File: config.mk
export PLATFORM = sky130hd
export DESIGN_NAME = hall_conditioning
export DESIGN_NICKNAME = d
export VERILOG_FILES = /design/src/core/hall_cond_pkg.sv /design/src/core/hall_conditioning.sv /design/src/core/param_store.sv /design/src/core/lp_filter.sv
export SDC_FILE = /design/constraint.sdc
export NUM_CORES = 1
export LEC_CHECK = 0
export BUFFER_PORTS_ARGS = -buffer_cell sky130_fd_sc_hd__buf_4
export CORE_ASPECT_RATIO = 0.75
export CORE_MARGIN = 4
export CORE_UTILIZATION = 30
export DETAILED_ROUTE_END_ITERATION = 7
export MAX_ROUTING_LAYER = met4
export SYNTH_ARGS = -nofsm -noshare
export SYNTH_HDL_FRONTEND = slang
export SYNTH_SLANG_ARGS = --single-unit
File: constraint.sdc
create_clock -name clock -period 18.1 [get_ports clock]
set_input_delay 0.905 -clock clock [delete_from_list [all_inputs] [get_ports clock]]
set_output_delay 0.905 -clock clock [all_outputs]
set_load 0.01 [all_outputs]
File: src/core/hall_cond_pkg.sv
// constants, register map, field layout and lookup functions of the field conditioning chain
// assumes one 50 MHz clock and a command port fed by a supply-modulation demodulator
package hall_cond_pkg;
   localparam int DATA_W         = 16;
   localparam int ADDR_W         = 4;
   localparam int SAMPLE_W       = 14;
   localparam int DAC_W          = 12;
   localparam int SEL_W          = 3;
   localparam int RANGE_LSB      = 0;
   localparam int FILTER_LSB     = 3;
   localparam int MODE_W         = 6;
   localparam int SENS_FRAC_BITS = 11;
   localparam int QUIET_SHIFT    = 1;
   localparam int FILT_FRAC_BITS = 8;
   localparam int STORE_DEPTH    = 7;
   localparam int REPLY_HOLD     = 4;
   localparam int HOLD_W         = 8;
   localparam int SUM_W          = 32;

   localparam logic [ADDR_W-1:0] ADDR_MODE       = 4'h0;
   localparam logic [ADDR_W-1:0] ADDR_SENS       = 4'h1;
   localparam logic [ADDR_W-1:0] ADDR_QUIET      = 4'h2;
   localparam logic [ADDR_W-1:0] ADDR_CLAMP_LOW  = 4'h3;
   localparam logic [ADDR_W-1:0] ADDR_CLAMP_HIGH = 4'h4;
   localparam logic [ADDR_W-1:0] ADDR_LIN_COEF   = 4'h5;
   localparam logic [ADDR_W-1:0] ADDR_QUAD_COEF  = 4'h6;
   localparam logic [ADDR_W-1:0] ADDR_LOCK       = 4'h7;
   localparam logic [ADDR_W-1:0] ADDR_TRIM_OSC   = 4'h8;
   localparam logic [ADDR_W-1:0] ADDR_TRIM_ADC   = 4'h9;
   localparam logic [ADDR_W-1:0] ADDR_TRIM_SPEC  = 4'ha;
   localparam logic [ADDR_W-1:0] ADDR_RAW        = 4'hb;

   localparam logic [DATA_W-1:0] MODE_RESET       = 16'h0000;
   localparam logic [DATA_W-1:0] SENS_RESET       = 16'h0800;
   localparam logic [DATA_W-1:0] QUIET_RESET      = 16'h0200;
   localparam logic [DATA_W-1:0] CLAMP_LOW_RESET  = 16'h0000;
   localparam logic [DATA_W-1:0] CLAMP_HIGH_RESET = 16'h0800;
   localparam logic [DATA_W-1:0] COEF_RESET       = 16'h0000;
   localparam logic [DATA_W-1:0] LOCK_BIT         = 16'h0001;
   localparam logic [DAC_W-1:0]  OUT_FULL_SCALE   = 12'h800;

   typedef enum logic [1:0] {
      st_idle   = 2'b00,
      st_access = 2'b01,
      st_reply  = 2'b10
   } ctrl_state_type;

   function automatic logic [DATA_W-1:0] reset_word(input int idx);
      case (idx)
         1:       reset_word = SENS_RESET;
         2:       reset_word = QUIET_RESET;
         3:       reset_word = CLAMP_LOW_RESET;
         4:       reset_word = CLAMP_HIGH_RESET;
         5, 6:    reset_word = COEF_RESET;
         default: reset_word = MODE_RESET;
      endcase
   endfunction : reset_word

   // filter corner codes 0..4; reserved codes fall back to the lowest corner
   function automatic int filter_shift(input logic [SEL_W-1:0] code);
      case (code)
         3'h1:    filter_shift = 6;
         3'h2:    filter_shift = 4;
         3'h3:    filter_shift = 3;
         3'h4:    filter_shift = 2;
         default: filter_shift = 7;
      endcase
   endfunction : filter_shift

   function automatic int span_hi(input logic [SEL_W-1:0] code);
      case (code)
         3'h1:    span_hi = 1985;
         3'h2:    span_hi = 5290;
         3'h3:    span_hi = 2645;
         3'h4:    span_hi = 1511;
         default: span_hi = 3967;
      endcase
   endfunction : span_hi

   function automatic int span_lo(input logic [SEL_W-1:0] code);
      case (code)
         3'h1:    span_lo = -1985;
         3'h2:    span_lo = -5292;
         3'h3:    span_lo = -2646;
         3'h4:    span_lo = -1512;
         default: span_lo = -3968;
      endcase
   endfunction : span_lo

   function automatic logic [7:0] range_mt(input logic [SEL_W-1:0] code);
      case (code)
         3'h4:    range_mt = 8'h28;
         3'h5:    range_mt = 8'h3c;
         3'h1:    range_mt = 8'h4b;
         3'h6:    range_mt = 8'h50;
         3'h2:    range_mt = 8'h5a;
         3'h7:    range_mt = 8'h64;
         3'h3:    range_mt = 8'h96;
         default: range_mt = 8'h1e;
      endcase
   endfunction : range_mt
endpackage : hall_cond_pkg

File: src/core/hall_conditioning.sv
// top of the field conditioning chain with parameter store, lock and command handling
// assumes a demodulator delivers decoded commands and a serialiser sends the reply
`timescale 1ns/1ps
module hall_conditioning
#(
   parameter int                REPLY_CYCLES = hall_cond_pkg::REPLY_HOLD,
   parameter logic [15:0]       TRIM_OSC     = 16'h0000, // arbitrary factory value
   parameter logic [15:0]       TRIM_ADC     = 16'h0000, // arbitrary factory value
   parameter logic [15:0]       TRIM_SPEC    = 16'h0000  // arbitrary factory value
)
(
   input  wire logic                                   clock,         // 50 MHz clock
   input  wire logic                                   rstn,          // async reset, low
   input  wire logic                                   sample_valid,  // converter strobe
   input  wire logic signed [hall_cond_pkg::SAMPLE_W-1:0] sample_data, // signed sample
   input  wire logic                                   cmd_valid,     // command strobe
   output logic                                        cmd_ready,     // idle, may accept
   input  wire logic                                   cmd_write,     // 1 write, 0 read
   input  wire logic [hall_cond_pkg::ADDR_W-1:0]       cmd_addr,      // register index
   input  wire logic [hall_cond_pkg::DATA_W-1:0]       cmd_wdata,     // write data
   input  wire logic                                   select_pin,    // output pin select
   output logic                                        resp_valid,    // reply strobe
   output logic [hall_cond_pkg::DATA_W-1:0]            resp_data,     // reply word
   output logic                                        out_pin_oe,    // digital reply drive
   output logic                                        analog_enable, // analog stage on
   output logic                                        dac_valid,     // new output code
   output logic [hall_cond_pkg::DAC_W-1:0]             dac_code,      // output code
   output logic [hall_cond_pkg::SEL_W-1:0]             range_sel,     // converter range
   output logic [7:0]                                  range_mt,      // range in mT
   output logic [hall_cond_pkg::DATA_W-1:0]            lin_temp_coefficient,  // slope
   output logic [hall_cond_pkg::DATA_W-1:0]            quad_temp_coefficient, // curvature
   output logic                                        locked         // lock state
);
   import hall_cond_pkg::*;

   typedef struct packed {
      ctrl_state_type      st;
      logic [2:0]          sync;
      logic                selected;
      logic                lock;
      logic                wr;
      logic [ADDR_W-1:0]   addr;
      logic [DATA_W-1:0]   wd;
      logic [HOLD_W-1:0]   cnt;
      logic                resp_v;
      logic [DATA_W-1:0]   resp_d;
      logic                pin_oe;
      logic                dac_v;
      logic [DAC_W-1:0]    dac;
   } ctrl_type;

   localparam logic [HOLD_W-1:0] HOLD_LAST = HOLD_W'(REPLY_CYCLES - 1);

   ctrl_type st_r;
   ctrl_type st_nxt;

   logic                          accept;
   logic                          mem_we;
   logic [DATA_W-1:0]             mem_rd;
   logic [STORE_DEPTH-1:0][DATA_W-1:0] words;
   logic                          filt_v;
   logic signed [SAMPLE_W-1:0]    filt;
   logic [SEL_W-1:0]              filter_code;
   logic signed [SUM_W-1:0]       lo_eff;
   logic signed [SUM_W-1:0]       hi_eff;

   assign filter_code = words[ADDR_MODE][FILTER_LSB +: SEL_W];
   assign range_sel   = words[ADDR_MODE][RANGE_LSB +: SEL_W];
   assign range_mt    = hall_cond_pkg::range_mt(range_sel);
   assign lin_temp_coefficient  = words[ADDR_LIN_COEF];
   assign quad_temp_coefficient = words[ADDR_QUAD_COEF];

   // selection, lock and idle all gate the command
   assign accept = cmd_valid && st_r.st == st_idle && st_r.selected && !st_r.lock;
   assign mem_we = accept && cmd_write && cmd_addr <= ADDR_QUAD_COEF;

   param_store #(.DEPTH(STORE_DEPTH), .W(DATA_W)) u_store (
      .clock   (clock),
      .rstn    (rstn),
      .wr_en   (mem_we),
      .wr_addr (cmd_addr),
      .wr_data (cmd_wdata),
      .rd_addr (cmd_addr),
      .rd_data (mem_rd),
      .words   (words)
   );

   lp_filter #(.SW(SAMPLE_W), .FRAC(FILT_FRAC_BITS)) u_filter (
      .clock       (clock),
      .rstn        (rstn),
      .in_valid    (sample_valid),
      .in_data     (sample_data),
      .filter_code (filter_code),
      .out_valid   (filt_v),
      .out_data    (filt)
   );

   // clamp window, upper limit never above one supply span
   always_comb
   begin
      lo_eff = SUM_W'(signed'({1'b0, words[ADDR_CLAMP_LOW][DAC_W-1:0]}));
      hi_eff = SUM_W'(signed'({1'b0, words[ADDR_CLAMP_HIGH][DAC_W-1:0]}));
      if (hi_eff > SUM_W'(signed'({1'b0, OUT_FULL_SCALE})))
         hi_eff = SUM_W'(signed'({1'b0, OUT_FULL_SCALE}));
   end

   always_comb
   begin
      logic signed [SUM_W-1:0] prod;
      logic signed [SUM_W-1:0] sum;
      prod   = '0;
      sum    = '0;
      st_nxt = st_r;
      st_nxt.sync = {st_r.sync[1:0], select_pin};
      if (st_r.sync[1] == st_r.sync[2])
         st_nxt.selected = st_r.sync[2];
      st_nxt.resp_v = 1'b0;
      st_nxt.dac_v  = 1'b0;

      // output characteristic from sensitivity, quiescent and both clamps
      prod = SUM_W'(filt) * SUM_W'(signed'(words[ADDR_SENS]));
      sum  = (prod >>> SENS_FRAC_BITS)
           + (SUM_W'(signed'(words[ADDR_QUIET])) <<< QUIET_SHIFT);
      if (filt_v)
      begin
         if (sum > hi_eff)
            sum = hi_eff;
         if (sum < lo_eff)
            sum = lo_eff;
         st_nxt.dac   = DAC_W'(sum);
         st_nxt.dac_v = 1'b1;
      end

      case (st_r.st)
         st_idle:
         begin
            if (accept)
            begin
               st_nxt.st   = st_access;
               st_nxt.wr   = cmd_write;
               st_nxt.addr = cmd_addr;
               st_nxt.wd   = cmd_wdata;
               if (cmd_write && cmd_addr == ADDR_LOCK && (cmd_wdata & LOCK_BIT) != '0)
                  st_nxt.lock = 1'b1;
            end
         end
         st_access:
         begin
            st_nxt.st     = st_reply;
            st_nxt.resp_v = 1'b1;
            st_nxt.pin_oe = 1'b1;
            st_nxt.cnt    = HOLD_LAST;
            if (st_r.wr)
               st_nxt.resp_d = st_r.wd;
            else if (st_r.addr <= ADDR_QUAD_COEF)
               st_nxt.resp_d = mem_rd;
            else if (st_r.addr == ADDR_LOCK)
               st_nxt.resp_d = st_r.lock ? LOCK_BIT : '0;
            else if (st_r.addr == ADDR_TRIM_OSC)
               st_nxt.resp_d = TRIM_OSC;
            else if (st_r.addr == ADDR_TRIM_ADC)
               st_nxt.resp_d = TRIM_ADC;
            else if (st_r.addr == ADDR_TRIM_SPEC)
               st_nxt.resp_d = TRIM_SPEC;
            else if (st_r.addr == ADDR_RAW)
               st_nxt.resp_d = DATA_W'(filt);
            else
               st_nxt.resp_d = '0;
         end
         st_reply:
         begin
            if (st_r.cnt == '0)
            begin
               st_nxt.st     = st_idle;
               st_nxt.pin_oe = 1'b0;
            end
            else
               st_nxt.cnt = st_r.cnt - 1'b1;
         end
         default:
         begin
            st_nxt.st     = st_idle;
            st_nxt.pin_oe = 1'b0;
         end
      endcase
   end

   always_ff @(posedge clock or negedge rstn)
   begin
      if (!rstn)
         st_r <= '0;
      else
         st_r <= st_nxt;
   end

   assign cmd_ready     = st_r.st == st_idle;
   assign analog_enable = st_r.st == st_idle && !st_r.pin_oe;
   assign resp_valid    = st_r.resp_v;
   assign resp_data     = st_r.resp_d;
   assign out_pin_oe    = st_r.pin_oe;
   assign dac_valid     = st_r.dac_v;
   assign dac_code      = st_r.dac;
   assign locked        = st_r.lock;
endmodule : hall_conditioning

File: src/core/param_store.sv
// nonvolatile parameter words of the customer-writable group
// assumes the caller gates writes with lock and selection
`timescale 1ns/1ps
module param_store
#(
   parameter int DEPTH = hall_cond_pkg::STORE_DEPTH,
   parameter int W     = hall_cond_pkg::DATA_W
)
(
   input  wire logic                                 clock,   // system clock
   input  wire logic                                 rstn,    // async reset, low
   input  wire logic                                 wr_en,   // write strobe
   input  wire logic [hall_cond_pkg::ADDR_W-1:0]     wr_addr, // write word index
   input  wire logic [W-1:0]                         wr_data, // write data
   input  wire logic [hall_cond_pkg::ADDR_W-1:0]     rd_addr, // read word index
   output logic      [W-1:0]                         rd_data, // registered read data
   output logic      [DEPTH-1:0][W-1:0]              words    // all stored words
);
   import hall_cond_pkg::*;

   typedef struct packed {
      logic [DEPTH-1:0][W-1:0] mem;
      logic [W-1:0]            rd;
   } store_type;

   function automatic store_type store_init();
      store_type s;
      s.rd = '0;
      for (int i = 0; i < DEPTH; i++)
         s.mem[i] = W'(reset_word(i));
      return s;
   endfunction : store_init

   localparam store_type STORE_RESET = store_init();

   store_type st_r;
   store_type st_nxt;

   always_comb
   begin
      st_nxt = st_r;
      if (int'(rd_addr) < DEPTH)
         st_nxt.rd = st_r.mem[rd_addr];
      else
         st_nxt.rd = '0;
      if (wr_en && int'(wr_addr) < DEPTH)
         st_nxt.mem[wr_addr] = wr_data;
   end

   always_ff @(posedge clock or negedge rstn)
   begin
      if (!rstn)
         st_r <= STORE_RESET;
      else
         st_r <= st_nxt;
   end

   assign rd_data = st_r.rd;
   assign words   = st_r.mem;
endmodule : param_store

File: src/core/lp_filter.sv
// first-order digital low-pass on the converted field samples
// assumes samples arrive as one-cycle strobes from the converter on the same clock
`timescale 1ns/1ps
module lp_filter
#(
   parameter int SW   = hall_cond_pkg::SAMPLE_W,
   parameter int FRAC = hall_cond_pkg::FILT_FRAC_BITS
)
(
   input  wire logic                               clock,       // system clock
   input  wire logic                               rstn,        // async reset, low
   input  wire logic                               in_valid,    // sample strobe
   input  wire logic signed [SW-1:0]               in_data,     // signed sample
   input  wire logic [hall_cond_pkg::SEL_W-1:0]    filter_code, // corner select
   output logic                                    out_valid,   // filtered strobe
   output logic signed [SW-1:0]                    out_data     // filtered sample
);
   import hall_cond_pkg::*;

   localparam int AW = SW + FRAC + 1;

   typedef struct packed {
      logic signed [AW-1:0] acc;
      logic                 v;
      logic signed [SW-1:0] y;
   } filt_type;

   filt_type st_r;
   filt_type st_nxt;

   always_comb
   begin
      logic signed [AW-1:0] x_ext;
      logic signed [AW-1:0] diff;
      int                   yi;
      x_ext  = '0;
      diff   = '0;
      yi     = 0;
      st_nxt = st_r;
      st_nxt.v = 1'b0;
      if (in_valid)
      begin
         x_ext = AW'(in_data) <<< FRAC;
         diff  = x_ext - st_r.acc;
         st_nxt.acc = st_r.acc + (diff >>> filter_shift(filter_code));
         yi = int'(st_nxt.acc >>> FRAC);
         if (yi > span_hi(filter_code))
            yi = span_hi(filter_code);
         else if (yi < span_lo(filter_code))
            yi = span_lo(filter_code);
         st_nxt.y = SW'(yi);
         st_nxt.v = 1'b1;
      end
   end

   always_ff @(posedge clock or negedge rstn)
   begin
      if (!rstn)
         st_r <= '0;
      else
         st_r <= st_nxt;
   end

   assign out_valid = st_r.v;
   assign out_data  = st_r.y;
endmodule : lp_filter

==> implementation parameters, run 1 <==
Parameter                              Value

Yosys
  Avg Inst Size Synth ... 9.363 um^2
  Post-synth EDFFs ... 0
  #FFs+latches synth ... 233
  Mapped Cells ... 2539
  Most used flip-flop cell after synthesis ... sky130_fd_sc_hd__dfrtp_1
  Yosys cell types ... 93
  Dominant cell type by area after synthesis ... sky130_fd_sc_hd__dfrtp_1
  Number of warnings printed during yosys synthesis ... 0
  Net Count, Synth ... about 3000
  Post-synth top area share ... 0.2421
  Async SR Flop Fraction ... 1.000
  Cells taking the most area after synthesis ... sky130_fd_sc_hd__dfrtp_1 24%, sky130_fd_sc_hd__fa_1 19%, sky130_fd_sc_hd__ha_1 9.2%, sky130_fd_sc_hd__mux2_2 6.0%, sky130_fd_sc_hd__inv_1 5.1%
  Share of synthesized area occupied by flip-flops and latches ... 0.2454
  Post-synthesis instance area ... 23770 um^2

Placed design
  Placed Area ... 25160 um^2
  Count of buffers from port buffering ... 116
  Pre-CTS worst setup slack ... 5.473 ns
  GP Congestion ... 0.9265
  Post-detail-place hpwl ... 50870 um

Clock network
  Clock-pin slew on the worst setup and hold paths ... 0.07 ns
  Clock insertion delay at the later pin of the skew report ... 0.58 ns
  Number of instances resized during post-cts repair ... 0
  Clock Sink Count ... 233
  Setup Buffers After CTS ... 0
  Maximum number of buffers from clock root to sink ... 3
  Number of CTS-inserted buffers ... 28
  TritonCTS clock tree ... yes
  Number of hold buffers added after cts ... 0
  Deepest level of the CTS H-tree ... 1
  CTS Root Cell ... sky130_fd_sc_hd__clkbuf_16

STA
  Max Fclk ... 80.56 MHz
  Setup Skew ... 0.02177 ns
  Final Hold Violating Endpoints ... 0
  RSZ-0062 raised after global routing ... no
  Clock period minus worst slack ... 12.41 ns
  Final WS setup ... between 5 and 6 ns
  Headroom to the max-slew limit ... 0.1958
  Setup TNS ... 0 ns
  Number of slew-limit violations in the final report ... 0
  Worst-margin pin slew ... 1.203 ns
  Final setup violation count ... 0
  Post-route fraction of the period consumed by the critical path ... 0.6858

GRT
  Total global routing overflow ... 0
  First-pass GRT wire length ... 105600 um
  Pin count of the biggest net entering global routing ... 74
  Global Route Usage Sum ... 0.1632
  Number of antenna violations at the first check in global routing ... 3
  Number of global-route vias before repair ... about 18000

Route
  Count of antenna-violating nets left after detailed routing ... 0
  Total via count after detailed routing ... 17979
  Count of routing violations after the opening detailed-route iteration ... 1343
  Count of TritonRoute iterations in the first routing pass ... 5
  Drt wl/cell ... 18.62 um
  Detailed Route WL ... 66920 um
  Via density per instance ... 5.003
  DRC violations left ... 0

Floorplan
  Number of I/O pins ... approximately 120
  Initial Util ... 0.3024
  Width of the die ... 333.1 um
  Chip Height ... between 200 and 300 um
  Die outline area ... about 84000 um^2
  Row count ... 89
  Area inside the core boundary ... 78620 um^2

Critical path
  Register-to-register setup slack ... 5.69 ns
  CP dominant cell by count ... sky130_fd_sc_hd__fa_1
  Cell at the slowest stage of the critical path ... sky130_fd_sc_hd__a221oi_1
  Arr. time, crit path ... about 13 ns
  RR Startpoint ... u_filter.out_data[4]$_DFFE_PN0P_
  Critical path class ... flip-flop to flip-flop
  Worst-case reg-to-reg path depth ... 45
  Startpoint kind of the worst setup timing path ... flip-flop
  Largest fanout of any net on the critical path ... 23
  CP peak stage delay ... 0.68 ns
  Destination of the worst register-to-register timing path ... dac_code[0]$_DFFE_PN0P_
  Endpoint type of the worst setup path ... flip-flop
  CP Data Required Time ... 18.55 ns

Cells and area
  Relative area change from synthesis to final layout ... 10.01%
  Layout Nets ... 2961
  Post-layout instance area ... about 26000 um^2
  Fillcell total ... 8208
  Fraction of layout cells with a size suffix above 1 ... 0.1402
  Final design utilization ... 0.3327

Status
  Status ... finished clean

Worst hold path
  Min-Delay Path Class ... input pin to async pin

Job
  Number of max-capacitance violations reported ... 0
how the worst max path moves through the flow:
stage	slack [ns]	start	endpoint	cells after the start
6_report	5.69	u_filter.out_data[4]$_DFFE_PN0P_	dac_code[0]$_DFFE_PN0P_	45
3_5_place_dp	5.47	u_filter.out_data[4]$_DFFE_PN0P_	dac_code[0]$_DFFE_PN0P_	45
2_1_floorplan	7.22	u_filter.out_data[4]$_DFFE_PN0P_	dac_code[1]$_DFFE_PN0P_	50
4_1_cts	5.42	u_filter.out_data[4]$_DFFE_PN0P_	dac_code[0]$_DFFE_PN0P_	45
5_1_grt	4.87	u_filter.out_data[4]$_DFFE_PN0P_	dac_code[0]$_DFFE_PN0P_	45
3_3_place_gp	5.64	u_filter.out_data[4]$_DFFE_PN0P_	dac_code[0]$_DFFE_PN0P_	45
per-stage QoR:
step | hold slack (ns) | instances
final | 0.2523 | 3594
after global routing | 0.2751 | 3594
after CTS | 0.2491 | 3593
after detailed placement | 0.3479 | 3543
after global placement | 0.3626 | 3543
after floorplan | 0.3312 | 2539
kinds of logic (layout without fill, tap and decap cells):
| family | after synthesis | after routing | share of synthesized area |
|---|---|---|---|
| other | 0 | 1 | 0 |
| flip-flops | 233 | 233 | 0.2454 |
| multiplexers | 166 | 166 | 0.08495 |
| buffers and inverters | 507 | 515 | 0.09300 |
| AND/OR/NAND/NOR | 676 | 676 | 0.1375 |
| AO/OA/AOI/OAI | 487 | 487 | 0.1329 |
| XOR/XNOR | 75 | 75 | 0.02890 |
| adder cells (fa/ha/maj) | 395 | 395 | 0.2773 |
cells in the final DEF (no fill, tap or decap), types with 37 or more instances in the layout:
cell type	Yosys	routed
sky130_fd_sc_hd__ha_1	174	174
sky130_fd_sc_hd__inv_1	324	324
sky130_fd_sc_hd__nand2_1	252	252
sky130_fd_sc_hd__nor2_1	140	139
sky130_fd_sc_hd__dfrtp_1	230	230
sky130_fd_sc_hd__o21ai_0	111	111
sky130_fd_sc_hd__fa_1	220	220
sky130_fd_sc_hd__nor2b_1	37	37
sky130_fd_sc_hd__xnor2_1	58	58
sky130_fd_sc_hd__and2_1	128	128
sky130_fd_sc_hd__mux2_2	126	126
sky130_fd_sc_hd__a21oi_1	128	128
sky130_fd_sc_hd__buf_4	70	137
sequential cells by signal (all words and copies together), names as in the netlist, 2 cells and up:
name and flops:
u_store.words 112, st_nxt 2, u_filter.out_data 14, u_store.rd_data 16, resp_data 16, st_r 33, u_filter.st_r 23, dac_code 12
area by class of cell:
type	instances	area, um^2	share of cell area
multi-input cells	1799	15750	0.6022
flip-flops and latches	233	5834	0.2231
well taps	1046	1309	0.05004
inverters	327	1227	0.04693
repair buffers	138	1044	0.03990
clock buffers	36	780.7	0.02985
clock inverters	14	205.2	0.007846
diodes	1	2.502	0.00009568
per-layer routing:
metal	routed length, um	GRT usage	vias up
met1	31330	0.2268	8983
met3	4715	0.03509	92
met5	0	-	-
met2	29360	0.2453	495
met4	1519	0.03592	0
li1	-	-	8409
worst max-delay path, delay by kind of cell, from the launching register on:
kind,cells,cell delay [ns]
buffers and inverters,5,0.44
muxes,2,0.59
xor gates and xnor gates,2,0.26
adders and majority gates,10,4.12
AOI/OAI and AO/OA,20,5.21
DFF,1,0.57
and+or+nand+nor,6,1.06
synth_stat cells (15+ instances only):
cell type                  number
sky130_fd_sc_hd__a211oi_1      34
sky130_fd_sc_hd__a21o_1        32
sky130_fd_sc_hd__a21oi_1      128
sky130_fd_sc_hd__a22oi_1       19
sky130_fd_sc_hd__a31oi_1       16
sky130_fd_sc_hd__and2_1       128
sky130_fd_sc_hd__buf_4         70
sky130_fd_sc_hd__clkbuf_1      95
sky130_fd_sc_hd__dfrtp_1      230
sky130_fd_sc_hd__fa_1         220
sky130_fd_sc_hd__ha_1         174
sky130_fd_sc_hd__inv_1        324
sky130_fd_sc_hd__mux2_2       126
sky130_fd_sc_hd__mux2i_1       24
sky130_fd_sc_hd__mux4_2        16
sky130_fd_sc_hd__nand2_1      252
sky130_fd_sc_hd__nand2b_1      16
sky130_fd_sc_hd__nand3_1       19
sky130_fd_sc_hd__nor2_1       140
sky130_fd_sc_hd__nor2b_1       37
sky130_fd_sc_hd__nor3_1        27
sky130_fd_sc_hd__o21a_1        18
sky130_fd_sc_hd__o21ai_0      111
sky130_fd_sc_hd__o22ai_1       20
sky130_fd_sc_hd__xnor2_1       58
sky130_fd_sc_hd__xor2_1        15
Power of run 1 is not shown: default switching activity piles up to over one toggle a cycle in this logic, so the estimate is an artifact.
==> run 2, diff against run 1 <==
==> constraint.sdc (replaced) <==
create_clock -name clock -period 10.95 [get_ports clock]
set_input_delay 0.5475 -clock clock [delete_from_list [all_inputs] [get_ports clock]]
set_output_delay 0.5475 -clock clock [all_outputs]
set_load 0.01 [all_outputs]
==> run 2 against run 1 <==
  * Via count grew 2.8%
  * First-iteration DRC count shrank 17%
  * Fmax grew 14%
  * Hold slack lost 0.18 ns
  * Clock skew shrank 0.0038 ns
  * Worst setup slack lost 5.6 ns
  * Non-clock buffer count grew 123
  * Sequential share of layout area shrank 1.2 points
  * Count of clock-buffer cells in the layout grew 2
  * Final cell count grew 3.5%
  * Register-to-register slack lost 5.6 ns
  * Largest cell class unchanged
==> implementation parameters, run 2 (synthesis gave the netlist of run 1 again) <==
Parameter                              Value

Placed design
  Inst Count DP ... 3638 (+2.7%)
  Count of buffers from port buffering ... 116 (unchanged)
  Post-detail-place hpwl ... 51010 um (+0.29%)
  GP Congestion ... 0.9219 (-0.50%)

STA
  RSZ-0062 raised after global routing ... yes
  Setup TNS ... 0 ns (unchanged)
  Max Fclk ... 91.98 MHz (+14%)
  Worst-margin pin slew ... 1.146 ns (-0.05707 ns)
  Post-route fraction of the period consumed by the critical path ... 0.9929 (+0.3071)
  Headroom to the max-slew limit ... 0.2339 (+0.03816)
  Setup Skew ... 0.01794 ns (-0.003833 ns)
  Final setup violation count ... 0 (unchanged)
  Final Hold Violating Endpoints ... 0 (unchanged)
  Worst hold margin ... 0.07258 ns (-0.1798 ns)
  Number of slew-limit violations in the final report ... 0 (unchanged)
  Clock period minus worst slack ... 10.87 ns (-1.541 ns)

Clock network
  Clock insertion delay at the later pin of the skew report ... 0.59 ns (about the same)
  Deepest level of the CTS H-tree ... 1 (unchanged)
  Clock Sink Count ... 233 (unchanged)
  Maximum number of buffers from clock root to sink ... 3 (unchanged)
  Number of CTS-inserted buffers ... 29 (+3.6%)
  TritonCTS clock tree ... yes
  CTS Root Cell ... sky130_fd_sc_hd__clkbuf_16
  Clock-pin slew on the worst setup and hold paths ... 0.06 ns (about the same)

Cells and area
  Antenna diode count ... 0 (-1)
  Largest register FFs ... 112 (unchanged)
  Post-layout instance count excluding filler cells ... 3718 (+3.5%)
  Area used by multi-input combinational logic ... 16210 um^2 (+2.9%)
  Fillcell total ... 8003 (-2.5%)
  Top library cells by usage in the layout, fill and taps aside ... 321 x sky130_fd_sc_hd__inv_1, 252 x sky130_fd_sc_hd__nand2_1, 244 x sky130_fd_sc_hd__buf_4
  Layout Nets ... 3085 (+4.2%)
  Commonest non-fill, non-tap cell in the layout ... sky130_fd_sc_hd__inv_1
  Fraction of layout cells with a size suffix above 1 ... 0.2036 (+0.06343)
  Relative area change from synthesis to final layout ... 16.45%
  Area taken by flip-flops and latches ... 5837 um^2 (about the same)

Route
  Via density per instance ... 4.971 (-0.62%)
  Count of antenna-violating nets left after detailed routing ... 0 (unchanged)
  Drt wl/cell ... 17.80 um (-4.4%)
  Detailed Route WL ... 66190 um (-1.1%)
  Total via count after detailed routing ... 18484 (+2.8%)
  DRC violations left ... 0 (unchanged)
  Count of routing violations after the opening detailed-route iteration ... 1112 (-17%)
  Count of TritonRoute iterations in the first routing pass ... 5 (unchanged)

Job
  Number of max-capacitance violations reported ... 0 (unchanged)

GRT
  Total global routing overflow ... 0 (unchanged)
  First-pass GRT wire length ... 105200 um (-0.39%)
  Pin count of the biggest net entering global routing ... 162 (+120%)
  Number of antenna violations at the first check in global routing ... 1 (-2)
  Number of global-route vias before repair ... 18568 (+4.1%)
  Global Route Usage Sum ... 0.1601 (-0.003109)

Floorplan
  Width of the die ... 333.1 um (unchanged)
  Die outline area ... 83860 um^2 (unchanged)
  Initial Util ... 0.3024 (unchanged)
  Chip Height ... 251.8 um (unchanged)
  Number of I/O pins ... 117 (unchanged)
  Row count ... 89 (unchanged)
  Area inside the core boundary ... 78620 um^2 (unchanged)

Critical path
  Largest fanout of any net on the critical path ... 7 (-70%)
  Cell at the slowest stage of the critical path ... sky130_fd_sc_hd__fa_1
  Kind of cell adding the most delay to the critical path ... compound AO/OA/AOI/OAI gates
  CP peak stage delay ... 0.53 ns (-0.15 ns)
  Startpoint kind of the worst setup timing path ... flip-flop
  Arr. time, crit path ... 11.30 ns (-1.56 ns)
  RR Startpoint ... u_filter.out_data[4]$_DFFE_PN0P_
  Buffers & Inverters on Critical Path ... 10 (+5)
  Endpoint type of the worst setup path ... flip-flop
  Critical path class ... flip-flop to flip-flop
  CP Data Required Time ... 11.38 ns (-7.17 ns)
  Start point of the critical path ... u_filter.out_data[4]$_DFFE_PN0P_

Status
  Status ... finished clean

Worst hold path
  Hold Startpoint ... select_pin
  Min-Delay Path Class ... input pin to flip-flop
run 2: changes by cell type in the layout (fill, tap and decap cells not counted), sizes merged:
| cell | delta |
|---|---|
| diode | -1 |
| clkbuf | +3 |
| clkinv | +2 |
| buf | +121 |
| dlygate4sd3 | +1 |
| inv | -2 |
run 2: final timing paths:
kind,slack (ns),depth (start not counted),endpoint
max in group asynchronous,9.01,3,u_store.words[92]$_DFFE_PN0P_
hold / removal,0.07,1,st_nxt[63]$_DFF_PN0_
setup / recovery,0.08,51,dac_code[1]$_DFFE_PN0P_
min in group asynchronous,0.53,2,u_filter.st_r[15]$_DFFE_PN0P_
hold reg to reg,0.36,0,st_nxt[64]$_DFF_PN0_
setup reg to reg,0.08,51,dac_code[1]$_DFFE_PN0P_
run 2: worst register-to-register path: cells and delay by family (launching register included):
kind / cells / cell delay, ns
AO/OA/AOI/OAI: 22 / 4.18
multiplexers: 1 / 0.31
flip-flops: 1 / 0.44
buffers and inverters: 10 / 1.19
adder cells (fa/ha/maj): 10 / 3.63
XOR/XNOR: 2 / 0.18
AND/OR/NAND/NOR: 6 / 0.79
run 2: cell type report:
class | count | share of cell area
clock inverters | 14 | 0.007684
inverters | 327 | 0.04434
clock buffers | 38 | 0.02888
well taps | 1046 | 0.04728
flip-flops and latches | 233 | 0.2108
repair buffers | 261 | 0.07539
multi-input cells | 1799 | 0.5856
run 2: per-layer routing:
| metal | wire [um] | track usage | vias up |
|---|---|---|---|
| li1 | - | - | 8668 |
| met1 | 31480 | 0.2276 | 9281 |
| met5 | 0 | - | - |
| met3 | 3710 | 0.02073 | 82 |
| met2 | 29730 | 0.2477 | 453 |
| met4 | 1271 | 0.02950 | 0 |
run 2: repair_timing:
action,CTS,global route
buffers inserted,9,15
endpoints found under the hold margin,72,0
pin swaps,13,66
setup endpoints to repair,12,12
resized for setup,16,97
hold buffers,1,0
cloned,0,3
run 2: stage by stage:
step | worst slack (ns) | instance area [um^2] | utilization
after floorplan | 0.06820 | 23770 | -
after global placement | -0.1192 | 25920 | 0.3297
after detailed placement | -0.5457 | 25920 | 0.3297
after CTS | 0.01100 | 27090 | 0.3446
after global routing | -0.4271 | 27680 | 0.3521
final | 0.07786 | 27680 | 0.3521
Power of run 2 is left out for the same reason.
==> run 3, diff against run 2 <==
--- a/config.mk
+++ b/config.mk
@@ -5,6 +5,7 @@
 export SDC_FILE = /design/constraint.sdc
 export NUM_CORES = 1
 export LEC_CHECK = 0
+export ABC_AREA = 1
 export BUFFER_PORTS_ARGS = -buffer_cell sky130_fd_sc_hd__buf_4
 export CORE_ASPECT_RATIO = 0.75
 export CORE_MARGIN = 4
==> run 3 against run 2 <==
  * The run now ends with negative hold slack left
  * Die area increased by 0.15%
  * Via count is 9.7% higher
  * Clock skew grew 0.016 ns
  * Final cell count grew 13%
  * Count of clock-buffer cells in the layout is 10 lower
  * Hold slack worse by 0.083 ns
  * Area after synthesis increased by 0.15%
  * Fmax up 6.1%
  * Global-route usage increased by 2.1 points
  * Critical path type unchanged
  * Critical endpoint is now dac_code[5]$_DFFE_PN0P_
==> implementation parameters, run 3 <==
Parameter                              Value

Status
  Status ... finished, violations left
  Failing checks ... negative hold slack

Clock network
  Number of CTS-inserted buffers ... 25 (-14%)
  CTS Root Cell ... sky130_fd_sc_hd__clkbuf_16
  Number of hold buffers added after cts ... 0 (-1)
  Clock insertion delay at the later pin of the skew report ... 0.59 ns (about the same)
  Deepest level of the CTS H-tree ... 1 (unchanged)
  TritonCTS clock tree ... yes
  Maximum number of buffers from clock root to sink ... 3 (unchanged)
  Clock Sink Count ... 233 (unchanged)
  Clock-pin slew on the worst setup and hold paths ... 0.07 ns (about the same)

Critical path
  CP Data Required Time ... 11.47 ns (+0.09 ns)
  Critical path class ... flip-flop to flip-flop
  Startpoint kind of the worst setup timing path ... flip-flop
  CP dominant cell by count ... sky130_fd_sc_hd__nand2_1
  Start point of the critical path ... u_store.words[23]$_DFFE_PN0P_
  Cell at the slowest stage of the critical path ... sky130_fd_sc_hd__dfrtp_1
  Largest fanout of any net on the critical path ... 21 (+14)
  Arr. time, crit path ... 10.76 ns (-0.54 ns)
  RR Startpoint ... u_store.words[23]$_DFFE_PN0P_
  Endpoint type of the worst setup path ... flip-flop
  CP peak stage delay ... 0.76 ns (+0.23 ns)

GRT
  First-pass GRT wire length ... 116500 um (+11%)
  Total global routing overflow ... 0 (unchanged)
  Pin count of the biggest net entering global routing ... 130 (-20%)
  Global Route Usage Sum ... 0.1811 (+0.02094)
  Number of global-route vias before repair ... 19747 (+6.3%)
  Number of antenna violations at the first check in global routing ... 4 (+3)

Route
  Count of antenna-violating nets left after detailed routing ... 0 (unchanged)
  Via density per instance ... 4.840 (-2.6%)
  Detailed Route WL ... 73570 um (+11%)
  Count of routing violations after the opening detailed-route iteration ... 2106 (+89%)
  Count of TritonRoute iterations in the first routing pass ... 6 (+1)
  Drt wl/cell ... 17.57 um (-1.3%)
  DRC violations left ... 0 (unchanged)
  Total via count after detailed routing ... 20271 (+9.7%)

Floorplan
  Die outline area ... 83980 um^2 (+0.15%)
  Area inside the core boundary ... 78620 um^2 (unchanged)
  Initial Util ... 0.3028 (+0.0004615)
  Number of I/O pins ... 117 (unchanged)
  Width of the die ... 333.3 um (about the same)
  Row count ... 89 (unchanged)
  Chip Height ... 252.0 um (about the same)

STA
  Setup TNS ... 0 ns (unchanged)
  Final setup violation count ... 0 (unchanged)
  Post-route fraction of the period consumed by the critical path ... 0.9356 (-0.05729)
  Worst hold margin ... -0.01087 ns (-0.08345 ns)
  RSZ-0062 raised after global routing ... no
  Max Fclk ... 97.61 MHz (+6.1%)
  Clock period minus worst slack ... 10.24 ns (-0.6273 ns)
  Number of slew-limit violations in the final report ... 0 (unchanged)
  Setup Skew ... 0.03393 ns (+0.01599 ns)
  Final Hold Violating Endpoints ... 2 (+2)
  Headroom to the max-slew limit ... 0.1665 (-0.06744)
  Worst-margin pin slew ... 1.247 ns (+0.1011 ns)
  Final WS setup ... 0.7051 ns (+0.6273 ns)

Cells and area
  Top library cells by usage in the layout, fill and taps aside ... 770 x sky130_fd_sc_hd__nand2_1, 613 x sky130_fd_sc_hd__inv_1, 236 x sky130_fd_sc_hd__o21ai_0
  Post-layout instance area ... 26340 um^2 (-4.8%)
  Commonest non-fill, non-tap cell in the layout ... sky130_fd_sc_hd__nand2_1
  Layout Nets ... 3557 (+15%)
  Relative area change from synthesis to final layout ... 10.63%
  Fillcell total ... 8413 (+5.1%)
  Fraction of layout cells with a size suffix above 1 ... 0.07609 (-0.1275)
  Largest register FFs ... 112 (unchanged)

Yosys
  Leading post-synthesis cells by instance count ... 771 x sky130_fd_sc_hd__nand2_1, 614 x sky130_fd_sc_hd__inv_1, 240 x sky130_fd_sc_hd__o21ai_0, 230 x sky130_fd_sc_hd__dfrtp_1, 220 x sky130_fd_sc_hd__fa_1
  Number of warnings printed during yosys synthesis ... 0 (unchanged)
  Async SR Flop Fraction ... 1.000 (unchanged)
  Most used flip-flop cell after synthesis ... sky130_fd_sc_hd__dfrtp_1
  Net Count, Synth ... 3554 (+20%)
  Fraction of the mapped netlist area in adder cells ... 0.2768 (-0.0004225)
  Yosys cell types ... 54 (-42%)
  Avg Inst Size Synth ... 7.631 um^2 (-18%)
  #FFs+latches synth ... 233 (unchanged)
  Cells taking the most area after synthesis ... sky130_fd_sc_hd__dfrtp_1 24%, sky130_fd_sc_hd__fa_1 18%, sky130_fd_sc_hd__nand2_1 12%, sky130_fd_sc_hd__inv_1 9.7%, sky130_fd_sc_hd__ha_1 9.1%
  Post-synthesis instance area ... 23810 um^2 (+0.15%)
  Post-synth top area share ... 0.2417 (-0.0003690)
  Compound-Gate Fraction of Synth Area ... 0.1211 (-0.01182)
  Dominant cell type by area after synthesis ... sky130_fd_sc_hd__dfrtp_1
  Share of synthesized area occupied by flip-flops and latches ... 0.2450 (-0.0003740)
  Post-Synth XOR/XNOR Area ... 0.03064 (+0.001743)
  Largest family of logic cells by synthesized area ... adder cells
  Mapped Cells ... 3120 (+23%)
  Mux contribution to synthesized area ... 0.003363 (-0.08158)
  Simple-Gate Fraction of Synth Area ... 0.1853 (+0.04777)
  Library cell with the highest instance count after synthesis ... sky130_fd_sc_hd__nand2_1
  Post-synth EDFFs ... 0 (unchanged)

Placed design
  Count of buffers from port buffering ... 116 (unchanged)
  GP Congestion ... 0.9317 (+1.1%)
  Post-detail-place hpwl ... 58340 um (+14%)
  Placed Area ... 25400 um^2 (-2.0%)
  Pre-CTS worst setup slack ... 0.2511 ns (+0.7968 ns)

Pwr
  Power per cell area ... 232.4 nW/um^2
  Lkg Pwr ... 14.19 nW
  Worst VDD drop ... approximately 0.00026 V

Job
  Number of max-capacitance violations reported ... 0 (unchanged)

Worst hold path
  Min-Delay Path Class ... input pin to async pin
[run 3: cell count changes after synthesis, moves of 17 or more]
| cell | previous run | this run |
|---|---|---|
| sky130_fd_sc_hd__inv_1 | 324 | 614 |
| sky130_fd_sc_hd__a21o_1 | 32 | 6 |
| sky130_fd_sc_hd__and2_1 | 128 | 4 |
| sky130_fd_sc_hd__xor2_1 | 15 | 52 |
| sky130_fd_sc_hd__nand3_1 | 19 | 105 |
| sky130_fd_sc_hd__nor2b_1 | 37 | 0 |
| sky130_fd_sc_hd__mux2_2 | 126 | 0 |
| sky130_fd_sc_hd__a211oi_1 | 34 | 5 |
| sky130_fd_sc_hd__xnor2_1 | 58 | 25 |
| sky130_fd_sc_hd__o21ai_0 | 111 | 240 |
| sky130_fd_sc_hd__nand2_1 | 252 | 771 |
| sky130_fd_sc_hd__a21oi_1 | 128 | 161 |
| sky130_fd_sc_hd__a22oi_1 | 19 | 2 |
[run 3: worst max-delay path, delay by kind of cell, from the launching register on]
family                   cells  cell delay (ns)
buffers and inverters        7             0.89
AO/OA/AOI/OAI                5             1.14
AND/OR/NAND/NOR             26             2.61
adder cells (fa/ha/maj)     10             4.39
XOR/XNOR                     2             0.35
flip-flops                   1             0.76
[run 3: cell type report]
class / instances / area [um^2] / area share
inverter: 622 / 2337 / 0.08873
timing repair buffer: 160 / 1221 / 0.04636
clock buffer: 28 / 646.9 / 0.02456
antenna: 1 / 2.502 / 0.00009500
clock inverter: 17 / 249.0 / 0.009453
multi-input combinational: 2081 / 14740 / 0.5594
tap: 1046 / 1309 / 0.04969
sequential: 233 / 5839 / 0.2217
[run 3: cells by family after synthesis]
| family | count (synthesis) |
|---|---|
| and+or+nand+nor | 1085 |
| adders and majority gates | 395 |
| xor gates and xnor gates | 79 |
| muxes | 8 |
| AOI/OAI and AO/OA | 514 |
| buffers and inverters | 806 |
| DFF | 233 |
[run 3: worst paths after layout]
path                                                   to  slack [ns]  cells past startpoint
min reg2reg                          st_nxt[64]$_DFF_PN0_        0.35                      0
max                               dac_code[5]$_DFFE_PN0P_        0.71                     50
max in group asynchronous            st_r[37]$_DFFE_PN0P_        9.63                      2
max reg2reg                       dac_code[5]$_DFFE_PN0P_        0.71                     50
min                        u_store.words[109]$_DFFE_PN0P_       -0.01                      1
min in group clock                   st_nxt[63]$_DFF_PN0_        0.08                      1
[run 3: metrics by stage]
| step | hold WS (ns) | power [mW] | cells | utilization |
|---|---|---|---|---|
| after floorplan | 0.2519 | 4.117 | 3120 | - |
| after detailed placement | 0.3371 | 5.087 | 4142 | 0.3231 |
| after CTS | 0.04086 | 6.078 | 4187 | 0.3345 |
| after global placement | 0.3324 | 5.055 | 4142 | 0.3231 |
| final | -0.01087 | 6.121 | 4188 | 0.3350 |
| after global routing | 0.06071 | 6.756 | 4188 | 0.3350 |
[run 3: report_power, final]
group	switching, mW	internal, mW
Sequential	0.157	0.967
Clock	0.416	0.552
Combinational	2.61	1.42
Total	3.18	2.94
[run 3: per-layer routing]
layer	global-route usage	share of wire	routed length [um]
met5	-	0	0
met4	0.03185	0.017	1251
met3	0.03394	0.087	6403
met2	0.2588	0.41	30460
met1	0.2684	0.48	35450
[run 3: repair_timing]
item	CTS	global route
endpoints found under the setup margin	0	12
resized for setup	0	16
setup buffers	0	0
Power figures use the tool's default switching activity.
